**src/spio_params.svh**
```systemverilog
`ifndef SPIO_PARAMS_SVH
`define SPIO_PARAMS_SVH
// port geometry
`define SPIO_WIDTH 16
// register byte offsets on the bus
`define SPIO_OFF_DIR 8'h00
`define SPIO_OFF_PIN 8'h04
`define SPIO_OFF_LAT 8'h08
`define SPIO_OFF_ANA 8'h0c
`define SPIO_OFF_IMPL 8'h10
// reset values
`define SPIO_DIR_RST 16'hffff
`define SPIO_LAT_RST 16'h0000
`define SPIO_ANA_RST 16'h0000
// default implemented-bit mask, arbitrary
`define SPIO_IMPL_DEF 16'hffff
// axi response codes
`define SPIO_RESP_OKAY 2'b00
`define SPIO_RESP_SLVERR 2'b10
`endif

```
**src/spio_pkg.sv**
```systemverilog
`include "spio_params.svh"
package spio_pkg;
  typedef logic [`SPIO_WIDTH-1:0] spio_word_t;
  // per-pad output pair handed to the pad cell
  typedef struct packed {
    spio_word_t data;
    spio_word_t oe_n;
  } spio_pad_out_t;
  // peripheral request for pad ownership
  typedef struct packed {
    spio_word_t own;
    spio_word_t data;
    spio_word_t oe_n;
  } spio_periph_t;
  typedef enum logic [1:0] {SPIO_RD_IDLE, SPIO_RD_RESP} spio_rd_state_t;
  typedef enum logic [1:0] {SPIO_WR_IDLE, SPIO_WR_RESP} spio_wr_state_t;
endpackage

```
**src/spio_port.sv**
```systemverilog
`timescale 1ns/10ps
`default_nettype none
`include "spio_params.svh"
module spio_port
  import spio_pkg::*;
#(
  parameter spio_word_t IMPL_MASK = `SPIO_IMPL_DEF
) (
  input wire logic CLK,
  input wire logic SYS_RST,
  input wire logic [7:0] S_AXI_AWADDR,
  input wire logic S_AXI_AWVALID,
  output logic S_AXI_AWREADY,
  input wire logic [31:0] S_AXI_WDATA,
  input wire logic [3:0] S_AXI_WSTRB,
  input wire logic S_AXI_WVALID,
  output logic S_AXI_WREADY,
  output logic [1:0] S_AXI_BRESP,
  output logic S_AXI_BVALID,
  input wire logic S_AXI_BREADY,
  input wire logic [7:0] S_AXI_ARADDR,
  input wire logic S_AXI_ARVALID,
  output logic S_AXI_ARREADY,
  output logic [31:0] S_AXI_RDATA,
  output logic [1:0] S_AXI_RRESP,
  output logic S_AXI_RVALID,
  input wire logic S_AXI_RREADY,
  input wire spio_periph_t PERIPH,
  input wire spio_word_t PAD_IN,
  output spio_pad_out_t PAD_OUT,
  output spio_word_t ANALOG_PATH_EN
);

  // byte-lane merge of a 16-bit register
  function automatic spio_word_t merge16(input spio_word_t old, input logic [31:0] wd,
                                         input logic [3:0] st);
    spio_word_t r;
    r = old;
    if (st[0]) begin
      r[7:0] = wd[7:0];
    end
    if (st[1]) begin
      r[15:8] = wd[15:8];
    end
    return r;
  endfunction

  // decode shared by both bus directions
  function automatic logic addr_hit(input logic [7:0] a, input logic [7:0] off);
    return a[7:2] == off[7:2];
  endfunction

  spio_word_t direction_reg, direction_next;
  spio_word_t output_latch_reg, output_latch_next;
  spio_word_t analog_pin_config_reg, analog_pin_config_next;
  spio_word_t pin_sync_reg, pin_sync_next;
  spio_word_t pin_read_reg, pin_read_next;
  spio_wr_state_t wr_state_reg, wr_state_next;
  spio_rd_state_t rd_state_reg, rd_state_next;
  logic aw_got_reg, aw_got_next;
  logic w_got_reg, w_got_next;
  logic [7:0] awaddr_reg, awaddr_next;
  logic [31:0] wdata_reg, wdata_next;
  logic [3:0] wstrb_reg, wstrb_next;
  logic [1:0] bresp_reg, bresp_next;
  logic [31:0] rdata_reg, rdata_next;
  logic [1:0] rresp_reg, rresp_next;
  spio_word_t port_oe_n;

  // channel readiness; address and data may arrive in either order
  assign S_AXI_AWREADY = (wr_state_reg == SPIO_WR_IDLE) && !aw_got_reg;
  assign S_AXI_WREADY = (wr_state_reg == SPIO_WR_IDLE) && !w_got_reg;
  assign S_AXI_BVALID = wr_state_reg == SPIO_WR_RESP;
  assign S_AXI_BRESP = bresp_reg;
  assign S_AXI_ARREADY = rd_state_reg == SPIO_RD_IDLE;
  assign S_AXI_RVALID = rd_state_reg == SPIO_RD_RESP;
  assign S_AXI_RDATA = rdata_reg;
  assign S_AXI_RRESP = rresp_reg;

  // write channel capture and register update
  always_comb begin
    aw_got_next = aw_got_reg;
    w_got_next = w_got_reg;
    awaddr_next = awaddr_reg;
    wdata_next = wdata_reg;
    wstrb_next = wstrb_reg;
    wr_state_next = wr_state_reg;
    bresp_next = bresp_reg;
    direction_next = direction_reg;
    output_latch_next = output_latch_reg;
    analog_pin_config_next = analog_pin_config_reg;
    if (S_AXI_AWVALID && S_AXI_AWREADY) begin
      aw_got_next = 1'b1;
      awaddr_next = S_AXI_AWADDR;
    end
    if (S_AXI_WVALID && S_AXI_WREADY) begin
      w_got_next = 1'b1;
      wdata_next = S_AXI_WDATA;
      wstrb_next = S_AXI_WSTRB;
    end
    unique case (wr_state_reg)
      SPIO_WR_IDLE: begin
        if (aw_got_reg && w_got_reg) begin
          aw_got_next = 1'b0;
          w_got_next = 1'b0;
          wr_state_next = SPIO_WR_RESP;
          bresp_next = `SPIO_RESP_OKAY;
          if (addr_hit(awaddr_reg, `SPIO_OFF_DIR)) begin
            // unimplemented bits forced to zero
            direction_next = merge16(direction_reg, wdata_reg, wstrb_reg) & IMPL_MASK;
          end else if (addr_hit(awaddr_reg, `SPIO_OFF_LAT) ||
                       addr_hit(awaddr_reg, `SPIO_OFF_PIN)) begin
            // pin register writes land in the latch
            output_latch_next = merge16(output_latch_reg, wdata_reg, wstrb_reg)
                                & IMPL_MASK;
          end else if (addr_hit(awaddr_reg, `SPIO_OFF_ANA)) begin
            analog_pin_config_next = merge16(analog_pin_config_reg, wdata_reg, wstrb_reg)
                                     & IMPL_MASK;
          end else if (!addr_hit(awaddr_reg, `SPIO_OFF_IMPL)) begin
            bresp_next = `SPIO_RESP_SLVERR;
          end
        end
      end
      SPIO_WR_RESP: begin
        if (S_AXI_BREADY) begin
          wr_state_next = SPIO_WR_IDLE;
        end
      end
    endcase
  end

  always_ff @(posedge CLK or posedge SYS_RST) begin
    if (SYS_RST) begin
      wr_state_reg <= SPIO_WR_IDLE;
      aw_got_reg <= 1'b0;
      w_got_reg <= 1'b0;
      awaddr_reg <= 8'h00;
      wdata_reg <= 32'h0000_0000;
      wstrb_reg <= 4'h0;
      bresp_reg <= `SPIO_RESP_OKAY;
      direction_reg <= `SPIO_DIR_RST & IMPL_MASK;
      output_latch_reg <= `SPIO_LAT_RST;
      analog_pin_config_reg <= `SPIO_ANA_RST;
    end else begin
      wr_state_reg <= wr_state_next;
      aw_got_reg <= aw_got_next;
      w_got_reg <= w_got_next;
      awaddr_reg <= awaddr_next;
      wdata_reg <= wdata_next;
      wstrb_reg <= wstrb_next;
      bresp_reg <= bresp_next;
      direction_reg <= direction_next;
      output_latch_reg <= output_latch_next;
      analog_pin_config_reg <= analog_pin_config_next;
    end
  end

  // pad muxes: owning peripheral wins both data and enable
  assign port_oe_n = direction_reg | ~IMPL_MASK;
  genvar g;
  generate
    for (g = 0; g < `SPIO_WIDTH; g++) begin : g_pad
      // input-only peripherals never assert own, so the port keeps the pad
      assign PAD_OUT.data[g] = PERIPH.own[g] ? PERIPH.data[g]
                                             : output_latch_reg[g];
      assign PAD_OUT.oe_n[g] = PERIPH.own[g] ? PERIPH.oe_n[g]
                                             : port_oe_n[g];
    end
  endgenerate

  // converter sees every implemented analog pin, whatever its direction or driver
  assign ANALOG_PATH_EN = analog_pin_config_reg & IMPL_MASK;

  // two-stage pin sampling; reads see pins two cycles after a change settles
  always_comb begin
    pin_sync_next = PAD_IN;
    // pad reads work even when a peripheral drives the pin
    pin_read_next = pin_sync_reg & ~analog_pin_config_reg & IMPL_MASK;
  end

  always_ff @(posedge CLK or posedge SYS_RST) begin
    if (SYS_RST) begin
      pin_sync_reg <= '0;
      pin_read_reg <= '0;
    end else begin
      pin_sync_reg <= pin_sync_next;
      pin_read_reg <= pin_read_next;
    end
  end

  // read channel; data captured at address accept
  always_comb begin
    rd_state_next = rd_state_reg;
    rdata_next = rdata_reg;
    rresp_next = rresp_reg;
    unique case (rd_state_reg)
      SPIO_RD_IDLE: begin
        if (S_AXI_ARVALID) begin
          rd_state_next = SPIO_RD_RESP;
          rresp_next = `SPIO_RESP_OKAY;
          rdata_next = 32'h0000_0000;
          if (addr_hit(S_AXI_ARADDR, `SPIO_OFF_DIR)) begin
            rdata_next[15:0] = direction_reg;
          end else if (addr_hit(S_AXI_ARADDR, `SPIO_OFF_PIN)) begin
            rdata_next[15:0] = pin_read_reg;
          end else if (addr_hit(S_AXI_ARADDR, `SPIO_OFF_LAT)) begin
            rdata_next[15:0] = output_latch_reg;
          end else if (addr_hit(S_AXI_ARADDR, `SPIO_OFF_ANA)) begin
            rdata_next[15:0] = analog_pin_config_reg;
          end else if (addr_hit(S_AXI_ARADDR, `SPIO_OFF_IMPL)) begin
            rdata_next[15:0] = IMPL_MASK;
          end else begin
            rresp_next = `SPIO_RESP_SLVERR;
          end
        end
      end
      SPIO_RD_RESP: begin
        if (S_AXI_RREADY) begin
          rd_state_next = SPIO_RD_IDLE;
        end
      end
    endcase
  end

  always_ff @(posedge CLK or posedge SYS_RST) begin
    if (SYS_RST) begin
      rd_state_reg <= SPIO_RD_IDLE;
      rdata_reg <= 32'h0000_0000;
      rresp_reg <= `SPIO_RESP_OKAY;
    end else begin
      rd_state_reg <= rd_state_next;
      rdata_reg <= rdata_next;
      rresp_reg <= rresp_next;
    end
  end

endmodule
`default_nettype wire

```
**config.mk**
```make
export PLATFORM = sky130hd
export DESIGN_NAME = spio_port
export DESIGN_NICKNAME = d
export VERILOG_FILES = /design/src/spio_pkg.sv /design/src/spio_port.sv
export VERILOG_INCLUDE_DIRS = /design/src
export SDC_FILE = /design/constraint.sdc
export NUM_CORES = 1
export LEC_CHECK = 0
export ABC_AREA = 0
export ABC_CLOCK_PERIOD_IN_PS = 5800
export BUFFER_PORTS_ARGS = -buffer_cell sky130_fd_sc_hd__buf_2
export CAP_MARGIN = 5
export CORE_ASPECT_RATIO = 0.8
export CORE_MARGIN = 5
export CORE_UTILIZATION = 51
export CTS_BUF_LIST = sky130_fd_sc_hd__clkbuf_8
export CTS_CLUSTER_SIZE = 20
export DETAILED_ROUTE_END_ITERATION = 16
export PLACE_DENSITY = 0.82
export SYNTH_ARGS = -nofsm -noshare
export SYNTH_HDL_FRONTEND = slang
export SYNTH_SLANG_ARGS = --single-unit
```
**constraint.sdc**
```tcl
create_clock -name CLK -period 5.8 [get_ports CLK]
set_input_delay 1.16 -clock CLK [delete_from_list [all_inputs] [get_ports CLK]]
set_output_delay 1.16 -clock CLK [all_outputs]
set_load 0.05 [all_outputs]
```
==> results of run 1 <==
cells by family (layout without fill, tap and decap cells):
logic type | Yosys count | count (layout) | synth area share (%)
mux | 120 | 120 | 24.86
compound gates | 62 | 62 | 6.458
simple gates | 72 | 72 | 8.023
other cells | 1 | 18 | 0.06606
buf+inv | 42 | 207 | 4.540
flops | 126 | 126 | 55.90
xor+xnor | 1 | 1 | 0.1543
metal layers:
layer	GRT usage, %	routed length, um	up-vias
li1	-	-	1806
met1	25.71	5653	1941
met2	35.31	6869	161
met3	5.903	1152	11
met4	6.212	115	0
met5	0	0	-
final cells by class:
class / instances / share of cell area (%)
clock inverter: 12 / 1.714
multi-input combinational: 273 / 33.33
clock buffer: 20 / 3.968
sequential: 126 / 45.74
timing repair buffer: 172 / 12.45
tap: 144 / 2.597
inverter: 3 / 0.1984
cells in the final DEF (no fill, tap or decap), types with 3 or more instances in the layout:
cell,count
sky130_fd_sc_hd__buf_2,171
sky130_fd_sc_hd__and2_1,3
sky130_fd_sc_hd__nand2_4,4
sky130_fd_sc_hd__a311oi_1,7
sky130_fd_sc_hd__a21oi_1,17
sky130_fd_sc_hd__nor2b_1,17
sky130_fd_sc_hd__nor2_1,9
sky130_fd_sc_hd__dfrtp_1,110
sky130_fd_sc_hd__nand3_1,4
sky130_fd_sc_hd__nand2_1,10
sky130_fd_sc_hd__mux2_1,14
sky130_fd_sc_hd__dfstp_2,16
sky130_fd_sc_hd__inv_1,3
sky130_fd_sc_hd__clkbuf_8,20
sky130_fd_sc_hd__conb_1,18
sky130_fd_sc_hd__nor3b_1,7
sky130_fd_sc_hd__nand2b_1,8
sky130_fd_sc_hd__a22oi_1,7
sky130_fd_sc_hd__mux2_4,16
sky130_fd_sc_hd__clkinv_2,6
sky130_fd_sc_hd__o21ai_0,26
sky130_fd_sc_hd__mux2_2,90
through the flow:
step           utilization (%)  instance area [sq um]
3_5_place_dp             60.08                   6543
3_3_place_gp             60.08                   6543
4_1_cts                  63.69                   6937
6_report                 63.69                   6937
5_1_grt                  63.69                   6937
2_1_floorplan                -                   5741
path summary, 6_finish.rpt:
kind                                     to  slack (ps)  depth (start not counted)
hold reg to reg             pin_read_reg[0]         460                          1
max in group asynchronous  pin_sync_reg[13]        3680                          3
setup / recovery                PAD_OUT[25]        2830                          3
setup reg to reg              wdata_reg[14]        3820                          3
min in group asynchronous   pin_sync_reg[6]         930                          2
hold / removal              pin_read_reg[0]         460                          1
report_power, final:
group          switching [W]  total (W)  internal, W
logic               0.000768    0.00121     0.000443
clock network       0.000334   0.000745     0.000411
registers           0.000247    0.00144      0.00120
==> reports/qor.json, run 1 <==
{
  "drt": {
    "vias": 3919,
    "antenna_violation_net_count_after_detailed_routing": 0,
    "wirelength_routed_um": 13790,
    "drtIter0Drc": 211,
    "drt-pass1-iter-count": 4,
    "vias_per_cell": 5.225,
    "detailed_route_wire_length_per_cell_um": 18.39,
    "route.detailed.drc": 0
  },
  "setup_path": {
    "worst_path_largest_cell_delay_ps": 340,
    "crit_path_start_kind": "input pin",
    "critPathSlowestCell": "sky130_fd_sc_hd__mux2_2",
    "critical_path.top_delay_family": "multiplexers",
    "startpoint": "PERIPH[41]",
    "worstSetupPathType": "input pin to output pin",
    "crit_path_max_fanout": 2,
    "worstPathRequired_ps": 4640,
    "path_cells": "buf_2 -> mux2_2 -> buf_2",
    "path_common_cell": "sky130_fd_sc_hd__buf_2",
    "worstPathArrival_ps": 1810,
    "worstPathBufferInverterCount": 2,
    "regToRegStartpoint": "wr_state_reg[0]",
    "worst_setup_path_end_kind": "output pin"
  },
  "clocking": {
    "clock_sink_count": 126,
    "cts.hold.buffers_added": 0,
    "path_clk_slew_ps": 60,
    "cts_setup_buffers": 0,
    "cts-buffers-inserted": 17,
    "clock_tree_from_tritoncts": "yes",
    "clk_latency_ps": 430,
    "post_cts.resized_instances": 0,
    "cts_max_level": 4,
    "cts.root.buffer_cell": "sky130_fd_sc_hd__clkbuf_8",
    "clock_tree.buffer_depth": 2
  },
  "floorplanning": {
    "chipWidth_um": 128.0,
    "core.rowCount": 34,
    "design.die.area_sq_mm": 0.01335,
    "die_height_um": 104.4,
    "boundaryPins": 212,
    "core_sq_mm": 0.01089,
    "floorplan.initialDensity_pct": 52.13
  },
  "sta": {
    "final.min_clock_period_ps": 2969,
    "tns_ps": 0,
    "timing.final.setup_violations": 0,
    "clock-skew-final_ps": 12.31,
    "maxSlewViolCount": 0,
    "timing.max_slew.rel_slack_pct": 26.47,
    "part_of_the_cycle_the_worst_path_needs_pct": 51.19,
    "finalHoldViolations": 0,
    "fmax_mhz": 336.8,
    "setup_slack_ps": 2831,
    "fin_hold_ws_ps": 457.5,
    "grt_setup_unrepaired": "no",
    "tightest_slew_ps": 1103
  },
  "finish": {
    "drive_gt1_share_pct": 55.12,
    "syn2layout_area_growth_pct": 22.20,
    "final_net_count": 716,
    "area.sequential_sq_mm": 0.003173,
    "total_area_of_multi_input_combinational_cells_sq_mm": 0.002312,
    "antenna_diode_count": 0,
    "final_cells": 750,
    "nFillCells": 858
  },
  "place": {
    "placer_s_final_routability_congestion_estimate": 0.7959,
    "dp_cells": 718,
    "io_buffer_count": 171,
    "dpl.hpwl_um": 9830,
    "preCtsSetupSlack_ps": 2802
  },
  "yosys": {
    "ys_types": 33,
    "post-synth-top-count-cell": "sky130_fd_sc_hd__dfrtp_1",
    "share_of_async_settable_or_async_resettable_flops_after_synthesis_pct": 100.0,
    "yosysWarnings": 0,
    "cell_count_after_synthesis": 424,
    "seq_area_frac_synth_pct": 55.90,
    "flip_flop_and_latch_count_after_synthesis": 126,
    "ys_top_cells_by_count": "sky130_fd_sc_hd__dfrtp_1, sky130_fd_sc_hd__mux2_2, sky130_fd_sc_hd__o21ai_0",
    "synth-edff-count": 0,
    "synth.cell_area_sq_mm": 0.005677,
    "synth.area.top_cells": "sky130_fd_sc_hd__dfrtp_1, sky130_fd_sc_hd__mux2_2, sky130_fd_sc_hd__dfstp_2, sky130_fd_sc_hd__mux2_4, sky130_fd_sc_hd__buf_4",
    "area_share_of_the_leading_cell_type_in_the_synthesized_netlist_pct": 48.49,
    "synth_area_leader_cell": "sky130_fd_sc_hd__dfrtp_1",
    "syn_area_per_cell_sq_um": 13.39,
    "most_used_flip_flop_cell_after_synthesis": "sky130_fd_sc_hd__dfrtp_1"
  },
  "pwr": {
    "worst_ir_drop_vdd_v": 0.0003619,
    "p_leak_nw": 3.511,
    "power_w": 0.003400,
    "power_per_cell_area_mw_per_mm2": 490.1
  },
  "global_routing": {
    "first_global_vias": 4300,
    "grt_start_max_net_pins": 75,
    "grt_overflow": 0,
    "track_usage_pct": 20.79,
    "grt_antenna_before_repair": 0,
    "grt_first_pass_wirelength_um": 21890
  },
  "job": {
    "drv.max_cap_violation_count": 0
  },
  "status": {
    "outcome": "finished clean"
  },
  "min_path": {
    "timing.hold.worst.start": "pin_sync_reg[0]",
    "holdCritPathClass": "register to register"
  }
}
Note: power is estimated with default switching activity, not from simulation.
==> inputs of run 2 (changes only) <==
- ABC_AREA: 0 -> 1
- ABC_CLOCK_PERIOD_IN_PS: 5800 -> 2500
- CORE_UTILIZATION: 51 -> 46
- PLACE_DENSITY: 0.82 -> 0.78
- clock period: 5.8 -> 2.5 ns (I/O delays scaled with it)
==> run 2 against run 1 <==
Against the previous run:
- cell count increased by 28%
- critical path type is now register to output pin
- clock-buffer cell count decreased by 2
- highest routed layer is now met5
- via count increased by 23%
==> reports/qor.json, run 2 <==
{
  "clocking": {
    "clock_sink_count": {"value": 126, "change": "unchanged"},
    "cts-buffers-inserted": {"value": 17, "change": "unchanged"},
    "cts.root.buffer_cell": "sky130_fd_sc_hd__clkbuf_8",
    "clk_latency": {"value": 440, "unit": "ps", "change": "about the same"},
    "clock_tree.buffer_depth": {"value": 2, "change": "unchanged"},
    "path_clk_slew": {"value": 70, "unit": "ps", "change": "about the same"},
    "cts_setup_buffers": {"value": 0, "change": "unchanged"},
    "cts.hold.buffers_added": {"value": 0, "change": "unchanged"},
    "cts_max_level": {"value": 4, "change": "unchanged"},
    "clock_tree_from_tritoncts": "yes",
    "post_cts.resized_instances": {"value": 0, "change": "unchanged"}
  },
  "pwr": {
    "power_per_cell_area": {"value": 1046, "unit": "mW/mm^2", "change": "+110%"},
    "worst_ir_drop_vdd": {"value": 0.0006625, "unit": "V", "change": "+83%"},
    "p_leak": {"value": 3.685, "unit": "nW", "change": "+5.0%"}
  },
  "yosys": {
    "share_of_async_settable_or_async_resettable_flops_after_synthesis": {"value": 100.0, "unit": "%", "change": "unchanged"},
    "synth.cell_area": {"value": 0.005700, "unit": "sq mm", "change": "+0.42%"},
    "post-synth-top-count-cell": "sky130_fd_sc_hd__nand2_1",
    "post_synth_and_or_nand_nor_area_fraction": {"value": 20.76, "unit": "%", "change": "+13 points"},
    "post_synth_xor_area_fraction": {"value": 0, "unit": "%", "change": "-0.15 points"},
    "cell_count_after_synthesis": {"value": 618, "change": "+46%"},
    "flip_flop_and_latch_count_after_synthesis": {"value": 126, "change": "unchanged"},
    "area_share_of_the_leading_cell_type_in_the_synthesized_netlist": {"value": 48.29, "unit": "%", "change": "-0.20 points"},
    "seq_area_frac_synth": {"value": 55.66, "unit": "%", "change": "-0.23 points"},
    "synth-edff-count": {"value": 0, "change": "unchanged"},
    "most_used_flip_flop_cell_after_synthesis": "sky130_fd_sc_hd__dfrtp_1",
    "synth_area_leader_cell": "sky130_fd_sc_hd__dfrtp_1",
    "compound_gate_portion_of_the_synthesized_area": {"value": 8.428, "unit": "%", "change": "+2.0 points"},
    "syn_area_per_cell": {"value": 9.224, "unit": "sq um", "change": "-31%"},
    "ys_top_cells_by_count": "sky130_fd_sc_hd__nand2_1, sky130_fd_sc_hd__dfrtp_1, sky130_fd_sc_hd__nor2_1",
    "yosysWarnings": {"value": 0, "change": "unchanged"},
    "share_of_cell_area_taken_by_muxes_after_synthesis": {"value": 5.531, "unit": "%", "change": "-19 points"},
    "synth.area.top_cells": "sky130_fd_sc_hd__dfrtp_1, sky130_fd_sc_hd__nand2_1, sky130_fd_sc_hd__dfstp_2, sky130_fd_sc_hd__mux2_2, sky130_fd_sc_hd__nor2_1",
    "ys_types": {"value": 24, "change": "-27%"},
    "yosys.area_share.adder": {"value": 0, "unit": "%", "change": "unchanged"},
    "synth_top_family_by_area": "simple AND/OR/NAND/NOR gates"
  },
  "global_routing": {
    "grt_overflow": {"value": 0, "change": "unchanged"},
    "grt_antenna_before_repair": {"value": 1, "change": "+1"},
    "first_global_vias": {"value": 4713, "change": "+9.6%"},
    "track_usage": {"value": 21.08, "unit": "%", "change": "+0.29 points"},
    "grt_first_pass_wirelength": {"value": 23870, "unit": "um", "change": "+9.1%"},
    "grt_start_max_net_pins": {"value": 37, "change": "-51%"}
  },
  "drt": {
    "detailed_route_wire_length_per_cell": {"value": 15.87, "unit": "um", "change": "-14%"},
    "drtIter0Drc": {"value": 277, "change": "+31%"},
    "route.detailed.drc": {"value": 0, "change": "unchanged"},
    "wirelength_routed": {"value": 15250, "unit": "um", "change": "+11%"},
    "vias_per_cell": {"value": 5.012, "change": "-4.1%"},
    "drt-pass1-iter-count": {"value": 5, "change": "+1"},
    "antenna_violation_net_count_after_detailed_routing": {"value": 0, "change": "unchanged"},
    "vias": {"value": 4817, "change": "+23%"}
  },
  "place": {
    "io_buffer_count": {"value": 171, "change": "unchanged"},
    "placer_s_final_routability_congestion_estimate": {"value": 0.8149, "change": "+2.4%"},
    "dp_cells": {"value": 929, "change": "+29%"},
    "dpl.hpwl": {"value": 11200, "unit": "um", "change": "+14%"},
    "post_dp_cell_area": {"value": 0.006646, "unit": "sq mm", "change": "+1.6%"}
  },
  "floorplanning": {
    "chipWidth": {"value": 134.5, "unit": "um", "change": "+5.1%"},
    "core": {"value": 0.01216, "unit": "sq mm", "change": "+12%"},
    "floorplan.initialDensity": {"value": 46.87, "unit": "%", "change": "-5.3 points"},
    "design.die.area": {"value": 0.01473, "unit": "sq mm", "change": "+10%"},
    "die_height": {"value": 109.6, "unit": "um", "change": "+5.0%"},
    "core.rowCount": {"value": 36, "change": "+5.9%"},
    "boundaryPins": {"value": 212, "change": "unchanged"}
  },
  "finish": {
    "final_cells": {"value": 961, "change": "+28%"},
    "drive_gt1_share": {"value": 34.24, "unit": "%", "change": "-21 points"},
    "syn2layout_area_growth_pct": 23.22,
    "final_area": {"value": 0.007024, "unit": "sq mm", "change": "+1.3%"},
    "most_common_cell_after_layout_fill_and_taps_aside": "sky130_fd_sc_hd__buf_2",
    "final_net_count": {"value": 919, "change": "+28%"},
    "antenna_diode_count": {"value": 0, "change": "unchanged"},
    "final_cell_mix": "sky130_fd_sc_hd__buf_2, sky130_fd_sc_hd__nand2_1, sky130_fd_sc_hd__dfrtp_1, sky130_fd_sc_hd__nor2_1, sky130_fd_sc_hd__inv_1"
  },
  "sta": {
    "maxSlewViolCount": {"value": 0, "change": "unchanged"},
    "timing.final.setup_violations": {"value": 0, "change": "unchanged"},
    "tightest_slew": {"value": 723.0, "unit": "ps", "change": "-379.9 ps"},
    "tns": {"value": 0, "unit": "ps", "change": "unchanged"},
    "part_of_the_cycle_the_worst_path_needs_pct": 77.95,
    "grt_setup_unrepaired": "no",
    "fmax_mhz": 513.2,
    "timing.max_slew.rel_slack": {"value": 51.70, "unit": "%", "change": "+25 points"},
    "clock-skew-final": {"value": 14.17, "unit": "ps", "change": "+1.861 ps"},
    "finalHoldViolations": {"value": 0, "change": "unchanged"},
    "final.min_clock_period_ps": 1949
  },
  "setup_path": {
    "critical_path.top_delay_family": "flip-flops",
    "worst_setup_path_end_kind": "output pin",
    "critPathSlowestCell": "sky130_fd_sc_hd__dfstp_2",
    "worst_path_largest_cell_delay": {"value": 530, "unit": "ps", "change": "+190 ps"},
    "worstPathRequired": {"value": 2000, "unit": "ps", "change": "-2640 ps"},
    "worstPathArrival": {"value": 1450, "unit": "ps", "change": "-360 ps"},
    "path_cells": "inv_1 -> o21ai_0 -> buf_2",
    "crit_path_start_kind": "register",
    "worstSetupPathType": "register to output pin",
    "worstPathBufferInverterCount": {"value": 2, "change": "unchanged"},
    "crit_path_max_fanout": {"value": 2, "change": "unchanged"}
  },
  "job": {
    "drv.max_cap_violation_count": {"value": 0, "change": "unchanged"}
  },
  "min_path": {
    "holdCritPathClass": "input pin to register"
  },
  "status": {
    "outcome": "finished clean"
  }
}
run 2: cell types whose count changed after synthesis, sizes merged, moves of 18 or more:
cell / before / now
o21ai: 26 / 61
nor2: 9 / 79
mux2: 120 / 28
nand3: 6 / 41
nand4: 0 / 21
inv: 3 / 65
nand2: 14 / 123
nor2b: 18 / 0
run 2: worst reg2reg max path, stage by stage (launching register included):
cell                      delay (ps)
sky130_fd_sc_hd__dfrtp_1         430
sky130_fd_sc_hd__inv_2            90
sky130_fd_sc_hd__nand3_1         130
sky130_fd_sc_hd__nor2_1          300
sky130_fd_sc_hd__nand2_2         320
sky130_fd_sc_hd__nand2_1         160
sky130_fd_sc_hd__o21ai_1          70
run 2: cell families (layout without fill, tap and decap cells):
| group | Yosys count | after routing |
|---|---|---|
| multiplexers | 28 | 28 |
| AO/OA/AOI/OAI | 93 | 93 |
| AND/OR/NAND/NOR | 265 | 265 |
| buffers and inverters | 105 | 279 |
| other | 1 | 18 |
| flip-flops | 126 | 126 |
run 2: final cells by class:
| cell class | count | area, sq um |
|---|---|---|
| multi-input combinational | 404 | 2047 |
| fill | 1082 | 5137 |
| timing repair buffer | 182 | 988.4 |
| inverter | 65 | 247.7 |
| clock buffer | 18 | 247.7 |
| tap | 152 | 190.2 |
| sequential | 126 | 3173 |
| clock inverter | 14 | 130.1 |
run 2: metal layers:
layer	vias up	GRT usage, %	part of all wire, %
met2	218	34.25	47
li1	2330	-	-
met1	2241	27.12	42
met4	2	8.430	1.8
met3	26	5.718	8.5
met5	-	0	0.046
run 2: final timing paths:
path,start,to,slack (ps),cells past startpoint
hold / removal,PAD_IN[9],pin_sync_reg[9],160,1
hold reg to reg,pin_sync_reg[2],pin_read_reg[2],460,2
min in group asynchronous,SYS_RST,wdata_reg[15],180,2
setup / recovery,direction_reg[12],PAD_OUT[12],550,3
setup reg to reg,wr_state_reg[0],ANALOG_PATH_EN[2],870,6
max in group asynchronous,SYS_RST,direction_reg[4],1690,3
run 2: report_power, final:
part	total (W)	internal (W)	leakage, nW	switching [W]
clock	0.00168	0.000893	0.194	0.000791
sequential	0.00307	0.00267	1.52	0.000400
combinational	0.00260	0.000679	1.97	0.00192
total	0.00735	0.00424	3.68	0.00311
run 2: metrics by stage:
stage	hold WS, ps	worst slack, ps	total power [W]	util [%]
after floorplan	434.0	290.7	0.004978	-
after global placement	439.9	729.2	0.005634	54.65
after detailed placement	446.8	677.5	0.005713	54.65
after CTS	137.7	517.3	0.007410	57.76
after global routing	131.5	429.1	0.007770	57.76
final	164.0	551.3	0.007350	57.76
